<file path="src/hdl/sip_packer_unused.sv">
`timescale 1ns/1ns

</file>
<file path="src/hdl/sip_pkg.sv">
package sip_pkg;

	// Byte addresses of the register words on the Avalon-MM slave.
	localparam logic [6:0] ADDR_TEST_LO = 7'h00;
	localparam logic [6:0] ADDR_TEST_HI = 7'h04;
	localparam logic [6:0] ADDR_IN_MON0 = 7'h08;
	localparam logic [6:0] ADDR_IN_MON1 = 7'h0C;
	localparam logic [6:0] ADDR_IN_MON2 = 7'h10;
	localparam logic [6:0] ADDR_IN_MON3 = 7'h14;
	localparam logic [6:0] ADDR_IN_MON4 = 7'h18;
	localparam logic [6:0] ADDR_OUT_MON = 7'h1C;
	localparam logic [6:0] ADDR_TAG_TYPE = 7'h20;
	localparam logic [6:0] ADDR_TAG_VALUE = 7'h24;
	localparam logic [6:0] ADDR_TAG_PACKED = 7'h28;
	localparam logic [6:0] ADDR_SLV_REG = 7'h2C;
	localparam logic [6:0] ADDR_SLV_CFG = 7'h30;
	localparam logic [6:0] ADDR_SLV_ACTIVE = 7'h34;
	localparam logic [6:0] ADDR_SLV_TIMEOUT = 7'h38;
	localparam logic [6:0] ADDR_SLV_RESTART = 7'h3C;
	localparam logic [6:0] ADDR_EPI = 7'h40;
	localparam logic [6:0] ADDR_IRQ_STATUS = 7'h44;
	localparam logic [6:0] ADDR_IRQ_MASK = 7'h48;
	localparam logic [6:0] ADDR_CTRL = 7'h4C;

	// Layout of a test-output status byte.
	localparam int TEST_STATE_W = 4;
	localparam int TEST_OPEN_BIT = 7;

	// Interrupt status and mask bit positions.
	localparam int IRQ_TIMEOUT_BIT = 0;
	localparam int IRQ_FAULT_BIT = 1;
	localparam int IRQ_W = 2;

	// Control register bit: master exchange enable.
	localparam int CTRL_ENABLE_BIT = 0;

	// Reset values.
	localparam logic [15:0] EPI_RESET = 16'h03E8;
	localparam logic [IRQ_W-1:0] IRQ_MASK_RESET = 2'h0;

	// Watchdog tick: the interval register counts microseconds.
	localparam int CLK_PERIOD_NS = 10;
	localparam int TICK_NS = 1000;
	localparam int TICK_CYCLES = (TICK_NS + CLK_PERIOD_NS - 1) / CLK_PERIOD_NS;

	// I/O tag data types.
	typedef enum logic [1:0] {
		SIP_TAG_BOOL,
		SIP_TAG_BYTE,
		SIP_TAG_WORD,
		SIP_TAG_DWORD
	} sip_tag_t;

	// Local I/O image sent as remote I/O data.
	typedef struct packed {
		logic [7:0] out_mon;
		logic [4:0][7:0] in_mon;
		logic [7:0] test_hi;
		logic [7:0] test_lo;
	} sip_image_t;

	// Avalon-MM request bundle.
	typedef struct packed {
		logic read;
		logic write;
		logic [6:0] address;
		logic [31:0] writedata;
	} sip_avl_req_t;

endpackage : sip_pkg

</file>
<file path="src/hdl/sip_packer.sv">
// The Avalon-MM slave port and the register addresses are this design's own decisions.
`timescale 1ns/1ns
`default_nettype none

module sip_packer #(
	parameter int NUM_SLAVES = 32,
	parameter bit LARGE_VARIANT = 1'b1
) (
	// Clock and reset.
	input wire logic clk_i,
	input wire logic rst_b_i,
	// Avalon-MM slave.
	input wire logic [6:0] avs_address_i,
	input wire logic avs_read_i,
	input wire logic avs_write_i,
	input wire logic [31:0] avs_writedata_i,
	output logic [31:0] avs_readdata_o,
	output logic avs_waitrequest_o,
	// Local terminal state.
	input wire logic [7:0] test_ok_i,
	input wire logic [1:0] test_open_ok_i,
	input wire logic [39:0] input_eval_i,
	input wire logic [7:0] output_on_i,
	// Safety master link.
	input wire logic [NUM_SLAVES-1:0] slave_rx_i,
	output logic [NUM_SLAVES-1:0] slave_active_o,
	output logic [NUM_SLAVES-1:0] slave_safe_o,
	// Packed data.
	output sip_pkg::sip_image_t image_o,
	output logic [31:0] tag_bytes_o,
	// Interrupt.
	output logic irq_o
);

	localparam int IRQ_W = sip_pkg::IRQ_W;

	sip_pkg::sip_avl_req_t req;
	sip_pkg::sip_image_t next_image;
	sip_pkg::sip_tag_t tag_type;
	logic [31:0] tag_value;
	logic [31:0] next_tag_bytes;
	logic [NUM_SLAVES-1:0] slv_registered;
	logic [NUM_SLAVES-1:0] slv_configured;
	logic [NUM_SLAVES-1:0] slv_timeout;
	logic [NUM_SLAVES-1:0] next_expire;
	logic [15:0] epi;
	logic [15:0] wd_count [NUM_SLAVES];
	logic [6:0] tick_count;
	logic tick;
	logic ctrl_enable;
	logic [IRQ_W-1:0] irq_status;
	logic [IRQ_W-1:0] irq_mask;
	logic [IRQ_W-1:0] irq_event;
	logic [15:0] test_prev;
	logic done;
	logic wr_done;
	logic rd_done;
	logic [31:0] next_readdata;

	localparam logic [6:0] TICK_LAST = 7'(sip_pkg::TICK_CYCLES - 1);

	// Bundle the bus request and mark the completing edge.
	assign req = '{read: avs_read_i, write: avs_write_i, address: avs_address_i, writedata: avs_writedata_i};
	assign done = (req.read | req.write) & ~avs_waitrequest_o;
	assign wr_done = done & req.write;
	assign rd_done = done & req.read;

	// Build the status bytes; reserved bits and absent bytes stay at zero.
	always_comb begin
		next_image = '0;
		next_image.test_lo[sip_pkg::TEST_STATE_W-1:0] = test_ok_i[3:0];
		next_image.test_lo[sip_pkg::TEST_OPEN_BIT] = test_open_ok_i[0];
		if (LARGE_VARIANT) begin
			next_image.test_hi[sip_pkg::TEST_STATE_W-1:0] = test_ok_i[7:4];
			next_image.test_hi[sip_pkg::TEST_OPEN_BIT] = test_open_ok_i[1];
		end
		// The evaluated result is used so paired channels and errors show as logic decides.
		next_image.in_mon[0] = input_eval_i[7:0];
		next_image.in_mon[1] = input_eval_i[15:8];
		if (LARGE_VARIANT) begin
			next_image.in_mon[2] = input_eval_i[23:16];
			next_image.in_mon[3] = input_eval_i[31:24];
			next_image.in_mon[4] = input_eval_i[39:32];
		end
		next_image.out_mon = output_on_i;
	end

	// Register the local image every cycle.
	always_ff @(posedge clk_i or negedge rst_b_i) begin
		if (!rst_b_i) begin
			image_o <= '0;
		end else begin
			image_o <= next_image;
		end
	end

	// Pack the user tag by its type, zero-filling unused bits.
	always_comb begin
		next_tag_bytes = '0;
		case (tag_type)
			sip_pkg::SIP_TAG_BOOL: next_tag_bytes[0] = tag_value[0];
			sip_pkg::SIP_TAG_BYTE: next_tag_bytes[7:0] = tag_value[7:0];
			sip_pkg::SIP_TAG_WORD: next_tag_bytes[15:0] = tag_value[15:0];
			sip_pkg::SIP_TAG_DWORD: next_tag_bytes = tag_value;
			default: next_tag_bytes = '0;
		endcase
	end

	// Drive the packed tag, byte 0 in bits 7..0.
	always_ff @(posedge clk_i or negedge rst_b_i) begin
		if (!rst_b_i) begin
			tag_bytes_o <= '0;
		end else begin
			tag_bytes_o <= next_tag_bytes;
		end
	end

	// Software-written configuration registers.
	always_ff @(posedge clk_i or negedge rst_b_i) begin
		if (!rst_b_i) begin
			tag_type <= sip_pkg::SIP_TAG_BOOL;
			tag_value <= '0;
			slv_registered <= '0;
			slv_configured <= '0;
			epi <= sip_pkg::EPI_RESET;
			irq_mask <= sip_pkg::IRQ_MASK_RESET;
			ctrl_enable <= 1'b0;
		end else if (wr_done) begin
			case (req.address)
				sip_pkg::ADDR_TAG_TYPE: tag_type <= sip_pkg::sip_tag_t'(req.writedata[1:0]);
				sip_pkg::ADDR_TAG_VALUE: tag_value <= req.writedata;
				sip_pkg::ADDR_SLV_REG: slv_registered <= req.writedata[NUM_SLAVES-1:0];
				sip_pkg::ADDR_SLV_CFG: slv_configured <= req.writedata[NUM_SLAVES-1:0];
				sip_pkg::ADDR_EPI: epi <= req.writedata[15:0];
				sip_pkg::ADDR_IRQ_MASK: irq_mask <= req.writedata[IRQ_W-1:0];
				sip_pkg::ADDR_CTRL: ctrl_enable <= req.writedata[sip_pkg::CTRL_ENABLE_BIT];
				default: ;
			endcase
		end
	end

	// Microsecond tick for the watchdogs.
	always_ff @(posedge clk_i or negedge rst_b_i) begin
		if (!rst_b_i) begin
			tick_count <= '0;
			tick <= 1'b0;
		end else if (tick_count == TICK_LAST) begin
			tick_count <= '0;
			tick <= 1'b1;
		end else begin
			tick_count <= tick_count + 7'h01;
			tick <= 1'b0;
		end
	end

	// A watchdog expires when a tick finds the count at or above the interval.
	always_comb begin
		for (int i = 0; i < NUM_SLAVES; i++) begin
			next_expire[i] = slave_active_o[i] & tick & ~slave_rx_i[i] & (wd_count[i] >= epi);
		end
	end

	// Per-slave watchdog counters, reloaded by every received packet.
	always_ff @(posedge clk_i or negedge rst_b_i) begin
		if (!rst_b_i) begin
			for (int i = 0; i < NUM_SLAVES; i++) begin
				wd_count[i] <= '0;
			end
		end else begin
			for (int i = 0; i < NUM_SLAVES; i++) begin
				if (!slave_active_o[i] || slave_rx_i[i]) begin
					wd_count[i] <= '0;
				end else if (tick && wd_count[i] != 16'hFFFF) begin
					wd_count[i] <= wd_count[i] + 16'h0001;
				end
			end
		end
	end

	// Connection state: opened by hardware once allowed, dropped on timeout until a restart write.
	always_ff @(posedge clk_i or negedge rst_b_i) begin
		if (!rst_b_i) begin
			slave_active_o <= '0;
			slave_safe_o <= '1;
			slv_timeout <= '0;
		end else begin
			for (int i = 0; i < NUM_SLAVES; i++) begin
				if (next_expire[i]) begin
					slave_active_o[i] <= 1'b0;
					slave_safe_o[i] <= 1'b1;
					slv_timeout[i] <= 1'b1;
				end else begin
					// Opening needs no program action once enabled, registered and configured, with no timeout pending.
					slave_active_o[i] <= ctrl_enable & slv_registered[i] & slv_configured[i] & ~slv_timeout[i];
					slave_safe_o[i] <= ~(ctrl_enable & slv_registered[i] & slv_configured[i] & ~slv_timeout[i]);
					if (wr_done && req.address == sip_pkg::ADDR_SLV_RESTART && req.writedata[i]) begin
						slv_timeout[i] <= 1'b0;
					end
				end
			end
		end
	end

	// Events: any watchdog expiry, any test-output status bit going to error.
	always_comb begin
		irq_event = '0;
		irq_event[sip_pkg::IRQ_TIMEOUT_BIT] = |next_expire;
		irq_event[sip_pkg::IRQ_FAULT_BIT] = |(test_prev & ~{image_o.test_hi, image_o.test_lo});
	end

	// Sticky status cleared by a read; a new event wins over the clear.
	always_ff @(posedge clk_i or negedge rst_b_i) begin
		if (!rst_b_i) begin
			test_prev <= '0;
			irq_status <= '0;
		end else begin
			test_prev <= {image_o.test_hi, image_o.test_lo};
			if (rd_done && req.address == sip_pkg::ADDR_IRQ_STATUS) begin
				irq_status <= irq_event;
			end else begin
				irq_status <= irq_status | irq_event;
			end
		end
	end

	// Level interrupt from masked status.
	always_ff @(posedge clk_i or negedge rst_b_i) begin
		if (!rst_b_i) begin
			irq_o <= 1'b0;
		end else begin
			irq_o <= |((irq_status | irq_event) & irq_mask);
		end
	end

	// Read multiplexer; unmapped addresses read zero.
	always_comb begin
		next_readdata = '0;
		case (req.address)
			sip_pkg::ADDR_TEST_LO: next_readdata[7:0] = image_o.test_lo;
			sip_pkg::ADDR_TEST_HI: next_readdata[7:0] = image_o.test_hi;
			sip_pkg::ADDR_IN_MON0: next_readdata[7:0] = image_o.in_mon[0];
			sip_pkg::ADDR_IN_MON1: next_readdata[7:0] = image_o.in_mon[1];
			sip_pkg::ADDR_IN_MON2: next_readdata[7:0] = image_o.in_mon[2];
			sip_pkg::ADDR_IN_MON3: next_readdata[7:0] = image_o.in_mon[3];
			sip_pkg::ADDR_IN_MON4: next_readdata[7:0] = image_o.in_mon[4];
			sip_pkg::ADDR_OUT_MON: next_readdata[7:0] = image_o.out_mon;
			sip_pkg::ADDR_TAG_TYPE: next_readdata[1:0] = tag_type;
			sip_pkg::ADDR_TAG_VALUE: next_readdata = tag_value;
			sip_pkg::ADDR_TAG_PACKED: next_readdata = tag_bytes_o;
			sip_pkg::ADDR_SLV_REG: next_readdata[NUM_SLAVES-1:0] = slv_registered;
			sip_pkg::ADDR_SLV_CFG: next_readdata[NUM_SLAVES-1:0] = slv_configured;
			sip_pkg::ADDR_SLV_ACTIVE: next_readdata[NUM_SLAVES-1:0] = slave_active_o;
			sip_pkg::ADDR_SLV_TIMEOUT: next_readdata[NUM_SLAVES-1:0] = slv_timeout;
			sip_pkg::ADDR_EPI: next_readdata[15:0] = epi;
			sip_pkg::ADDR_IRQ_STATUS: next_readdata[IRQ_W-1:0] = irq_status | irq_event;
			sip_pkg::ADDR_IRQ_MASK: next_readdata[IRQ_W-1:0] = irq_mask;
			sip_pkg::ADDR_CTRL: next_readdata[sip_pkg::CTRL_ENABLE_BIT] = ctrl_enable;
			default: next_readdata = '0;
		endcase
	end

	// One wait cycle per access: waitrequest drops for exactly the completing cycle.
	always_ff @(posedge clk_i or negedge rst_b_i) begin
		if (!rst_b_i) begin
			avs_waitrequest_o <= 1'b1;
			avs_readdata_o <= '0;
		end else if (done) begin
			avs_waitrequest_o <= 1'b1;
		end else if (req.read || req.write) begin
			avs_waitrequest_o <= 1'b0;
			avs_readdata_o <= next_readdata;
		end
	end

endmodule : sip_packer

`default_nettype wire

</file>
<file path="config.mk">
export PLATFORM = sky130hd
export DESIGN_NAME = sip_packer
export DESIGN_NICKNAME = d
export VERILOG_FILES = /design/src/hdl/sip_packer_unused.sv /design/src/hdl/sip_pkg.sv /design/src/hdl/sip_packer.sv
export SDC_FILE = /design/constraint.sdc
export NUM_CORES = 2
export LEC_CHECK = 0
export BUFFER_PORTS_ARGS = -buffer_cell sky130_fd_sc_hd__clkbuf_2
export CAP_MARGIN = 10
export CORE_UTILIZATION = 56
export CTS_CLUSTER_DIAMETER = 40
export CTS_CLUSTER_SIZE = 16
export DETAILED_ROUTE_END_ITERATION = 16
export PLACE_DENSITY_LB_ADDON = 0.25
export SLEW_MARGIN = 40
export SYNTH_ARGS = -nofsm -noshare
export SYNTH_HDL_FRONTEND = slang
export SYNTH_SLANG_ARGS = --single-unit
</file>
<file path="constraint.sdc">
create_clock -name clk_i -period 3.55 [get_ports clk_i]
set_input_delay 0.355 -clock clk_i [delete_from_list [all_inputs] [get_ports clk_i]]
set_output_delay 0.355 -clock clk_i [all_outputs]
set_load 0.005 [all_outputs]
</file>
Word-level counts from Yosys, hierarchy flattened --
Cells that the tools add are included. Widths: inputs -> output; s select.
Storage, ports and cells: flip-flop bits (word level) 869, input bits 133, output and inout bits 194, logic and storage cells 925
Operators by class: $add $sub $neg 33, $lt $le $gt $ge 32, eq/ne operators 55, muxes and demuxes 206, bitwise operators 298, reduce and logical (&&, ||, !) cells 212
Operators with widths (count):
- $mux 16 | 65
- $add 16x1->16 const B | 32
- $ge 16x16->1 | 32
- $ne 16x16->1 const B | 32
- $and 1x1->1 | 195
- $mux 1 | 132
- $reduce_bool 2->1 | 65
- $not 1->1 | 98
- $pmux 16 s6 | 1
- $pmux 6 s15 | 1
- $logic_and 1x1->1 | 66
- $eq 7x6->1 const B | 8
- $pmux 8 s7 | 1
- $eq 7x7->1 const B | 5
- $logic_or 1x1->1 | 33
- $logic_not 1->1 | 32
- $reduce_or 32->1 | 1
- $eq 7x5->1 const B | 4
- $pmux 1 s19 | 1
- $pmux 1 s18 | 1
- $and 16x16->16 | 1
- $not 16->16 | 1
- $reduce_and 2->1 | 8
- $reduce_or 16->1 | 1
- 16 further kinds | 20

Depth between registers and ports, before layout --
depth after elaboration 7, gate-level depth with buffers 11, mapped depth without buffers 11

Least setup slack after synthesis --
OpenSTA, ideal clock, no wires.
kind register to register, start point register epi[15], end point register avs_readdata_o[0], library setup time 124 ps, data arrival time 3228 ps, required time 3426 ps, slack 198 ps, cell stages (with the launch flop) 12, buffers on the path 0, clock period less this slack 3352 ps, path through dfrtp_1 > inv_1 > ha_1 > a21oi_1 > o21ai_1 > a2111o_1 > o311a_1 > a2111oi_2 > nand3b_1 > nor4_1 > and4_1 > a21oi_1
Between the ends: longest elaborated chain between the ends 5, elaborated cells between the ends (all ways) 67, classes of those cells 32 x order compare; 1 x mux; 33 x bitwise; 1 x reduce/logical
RTL lines:
- from (decl) | RTL line sip_packer.sv:46 | logic [15:0] epi;
- from (signal assigned) | RTL line sip_packer.sv:125 | epi <= sip_pkg::EPI_RESET;
- from (signal assigned) | RTL line sip_packer.sv:134 | sip_pkg::ADDR_EPI: epi <= req.writedata[15:0];
- $ge 16x16->1 | RTL line sip_packer.sv:159 | next_expire[i] = slave_active_o[i] & tick & ~slave_rx_i[i] & (wd_count[i] >= epi);
- $and 1x1->1 | RTL line sip_packer.sv:159
- $reduce_or 32->1 * | RTL line sip_packer.sv:207 | irq_event[sip_pkg::IRQ_TIMEOUT_BIT] = |next_expire;
- $or 2x2->2 * | RTL line sip_packer.sv:255 | sip_pkg::ADDR_IRQ_STATUS: next_readdata[IRQ_W-1:0] = irq_status | irq_event;
- $pmux 1 s19 * | RTL line sip_packer.sv:238 | case (req.address)
- to (signal assigned) | RTL line sip_packer.sv:271 | avs_readdata_o <= next_readdata;
- to (decl) | RTL line sip_packer.sv:17 | output logic [31:0] avs_readdata_o,
Every way passes the cells marked *; elsewhere a longest branch is shown, timed or not. A chain may end at the register's enable or synchronous reset.

Worst setup path after layout --
start point register epi[0], end point register avs_readdata_o[0]
Between the ends: longest elaborated chain between the ends 5, elaborated cells between the ends (all ways) 67, classes of those cells 32 x order compare; 1 x mux; 33 x bitwise; 1 x reduce/logical
RTL lines (RTL line):
- $ge 16x16->1 | sip_packer.sv:159
- $and 1x1->1 | sip_packer.sv:159
- $reduce_or 32->1 | sip_packer.sv:207
- $or 2x2->2 | sip_packer.sv:255
- $pmux 1 s19 * | sip_packer.sv:238
Marked as above.

==> impl_metrics.toml <==
[pwr]
ir_drop_mv = 0.517
total_leakage_power_nw = 27.8
p_per_area_nw_per_um2 = 443
finalPower_w = 0.0269

[floorplan]
core_region_area_um2 = 87400
fp.dieArea_um2 = 90000
rows = 108
initial_core_util = 0.569
die-width_um = 300
io_pins = 327
die_h_um = 300

[setup_path]
rrSetupSlack_ps = 180
crit_cells = 13
critPathBufInv = 3
critPathMaxStageDelay_ps = 450
path_max_fanout = 7
worstSetupPathType = "flop to flop"
crit_chain = "buf_4, buf_4, ha_1, nand2b_1, a211o_1, a21oi_2, o21ai_1, a41o_2, nand3b_1, nor4_4, buf_4, and4_4, a21oi_1"
critical_path_required_ps = 4180
rr_worst_depth = 13
critPathTopFamily = "simple AND/OR/NAND/NOR gates"
cp_slowest_cell = "dfrtp_2"
cp-end-kind = "flop"
critPathMostFrequentCell = "buf_4"
critical_path_arrival_ps = 4000
start_kind = "flop"

[timing]
slew_viol_final = 0
worst_slew_pin_slew_ps = 873
whs_ps = 42.2
max_freq_mhz = 297
finalHoldViolations = 0
setup_viol = 0
finalClockSkew_ps = 32.3
rsz0062_at_grt = "no"
max_slew_margin = 0.418
final.setup.worst_slack_ps = 184
period_share = 0.948
final.min_clock_period_ps = 3370

[clocking]
clock-sinks = 869
cts_tree = "yes"
clockRootBuffer = "clkbuf_16"
cts_buffer_depth = 3
clkLatencyLatePin_ps = 760
cts_max_level = 4
path_clk_slew_ps = 60
cts_buffers = 140

[yosys]
synth_seq_area_share = 0.438
postSynth.topFlopCell = "dfrtp_1"
synth-xor-area-share = 0.0734
synth_edf_count = 0
netlist_area_um2 = 49700
yosysWarnings = 0
synth_adder_area_share = 0.137
synth.top_cell.area_share = 0.417
ys_types = 72
synth_compound_area_frac = 0.108
synth-simple-area-share = 0.191
synth_seq_cells = 869
synth_top_family_by_area = "simple AND/OR/NAND/NOR gates"
ys_top_cells_by_area = "dfrtp_1, ha_1, nor2_1, xor2_1, nand2_1"
avgSynthCellArea_um2 = 9.78
muxShareOfSynthArea = 0.0289
synthCells = 5086
synth_top_cell_by_area = "dfrtp_1"
async_reset_ff_frac = 1.00

[placed_design]
port_buffers = 320
place_ws_ps = -252
place_hpwl_mm = 109
gp_congestion = 0.957

[global_route]
grt_pass1_wl_mm = 243
antenna_found_initial = 7
grt_usage = 0.351
grt.overflow.total = 0
grt_max_degree = 90
grt_pass1_vias = 42377

[drt]
dr.pass1.iters = 8
drt_iter0_drc = 4148
wire_per_inst_um = 22.6
ant_nets = 0
vias = 42827
drc_errors = 0
vias_per_cell = 6.13
wirelength_mm = 158

[final_layout]
synthToLayoutAreaGrowth_pct = 22.1
layout-drive-gt1-share = 0.176
utilization = 0.695
layout.nets = 6388
fillCellCount = 6385

[worst_hold_path]
hold_path_depth = 3
holdCritPathClass = "input port to flop"

[run_status]
status = "finished clean"

[job]
cap_viol_max_count = 0
[flip-flops by register name, summed over array words and instances (netlist names), 16 cells and up]
name and flops:
wd_count 512, image_o 58, avs_readdata_o 32, slave_active_o 32
slave_safe_o 32, slv_configured 32, slv_registered 32, slv_timeout 32
tag_bytes_o 32, tag_value 32, epi 16
[power breakdown]
part	total (W)	leakage [nW]	switching (W)	internal, W
logic	0.00216	13.6	0.00128	0.000876
clock network	0.0144	2.40	0.00546	0.00897
registers	0.0103	11.8	0.000201	0.0101
total	0.0269	27.8	0.00695	0.0200
[cell usage after synthesis, drive strengths merged, types with 9 or more instances]
cell type  number
ha            545
clkbuf        102
a222oi         17
o211ai         13
nor3           83
inv           157
a22oi          96
or3            56
a211oi         23
a21oi         296
a2111oi        24
mux2i          13
a31o            9
or4            22
and3          105
dfstp          39
nand3         196
a31oi          22
o21a           22
a221oi         14
and2           66
nor2b          48
and4           57
dfrtp         830
buf            35
a41oi          27
nor2          617
nand4         143
nand2b         54
nor4           19
o21ai         160
a21o           48
xor2          249
nand2         503
xnor2         168
mux2          116
[stage by stage]
step | TNS, ps | cell area [um^2] | std cells
detailed placement | -732 | 54000 | 6601
global placement | -1010 | 54000 | 6600
finish | 0 | 60800 | 6986
global route | 0 | 60800 | 6984
CTS | 0 | 60200 | 6966
floorplan | 0 | 49800 | 5091
[routing by layer]
metal,vias to the layer above,track usage,wire (um),part of all wire
li1,19465,-,-,-
met5,-,0,62,0.00039
met1,20890,0.469,65800,0.42
met4,10,0.181,7630,0.048
met2,2024,0.537,70900,0.45
met3,438,0.0764,13700,0.087
[cells in the final DEF (no fill, tap or decap), types with 15 or more instances in the layout]
| master | count |
|---|---|
| a211oi_1 | 20 |
| a21o_1 | 48 |
| a21oi_1 | 290 |
| a222oi_1 | 17 |
| a22oi_1 | 96 |
| a31oi_1 | 18 |
| a41oi_1 | 27 |
| and2_1 | 66 |
| and3_1 | 105 |
| and4_1 | 56 |
| buf_12 | 29 |
| buf_4 | 154 |
| bufinv_16 | 18 |
| clkbuf_16 | 141 |
| clkbuf_2 | 319 |
| clkinv_2 | 18 |
| clkinv_4 | 16 |
| clkinvlp_4 | 20 |
| dfrtp_1 | 828 |
| dfstp_2 | 39 |
| dlygate4sd3_1 | 100 |
| ha_1 | 539 |
| inv_1 | 141 |
| inv_6 | 15 |
| mux2_2 | 116 |
| nand2_1 | 501 |
| nand2b_1 | 53 |
| nand3_1 | 196 |
| nand4_1 | 143 |
| nor2_1 | 609 |
| nor2b_1 | 48 |
| nor3_1 | 81 |
| nor4_1 | 16 |
| o21a_1 | 20 |
| o21ai_0 | 147 |
| or3_1 | 56 |
| or4_1 | 22 |
| xnor2_1 | 168 |
| xor2_1 | 249 |
[kinds of logic after synthesis]
logic type	count (synthesis)
AO/OA/AOI/OAI	840
XOR/XNOR	417
adder cells (fa/ha/maj)	545
buffers and inverters	294
flip-flops	869
multiplexers	129
other	1
AND/OR/NAND/NOR	1991
[worst register-to-register path, stage by stage, from the launching register on]
cell and delay, ps:
dfrtp_2 450, buf_4 170, buf_4 200, ha_1 300, nand2b_1 140, a211o_1 300, a21oi_2 130, o21ai_1 100
a41o_2 340, nand3b_1 280, nor4_4 330, buf_4 140, and4_4 280, a21oi_1 90
[cell type report]
type                       count  area (um^2)  share of cell area
multi-input combinational   3928        27300               0.450
sequential                   869        21800               0.359
timing repair buffer         614         4530              0.0745
clock buffer                 161         3680              0.0606
tap                         1155         1450              0.0238
clock inverter               100         1350              0.0222
inverter                     157          627              0.0103
antenna                        2         5.00           0.0000824
[repair_timing]
action / 4_1_cts / 5_1_grt
hold endpoints to repair: 267 / 0
cloned: 1 / 1
endpoints found under the setup margin: 3 / 3
gates resized for setup: 18 / 91
hold buffers: 100 / 0
pin swaps: 6 / 25
buffers inserted: 3 / 17
[final timing paths]
kind | startpoint | endpoint
worst max-delay path | epi[0]$_DFFE_PN0P_ | avs_readdata_o[0]$_DFFE_PN0P_
worst min-delay path | avs_writedata_i[26] | slv_timeout[26]$_DFFE_PN0P_
worst max register to register | epi[0]$_DFFE_PN0P_ | avs_readdata_o[0]$_DFFE_PN0P_
worst min register to register | tag_value[0]$_DFFE_PN0P_ | tag_bytes_o[0]$_DFF_PN0_
max in group asynchronous | rst_b_i | slave_safe_o[23]$_DFF_PN1_
min in group asynchronous | rst_b_i | test_prev[15]$_DFF_PN0_
(Power assumes the default switching activity.)
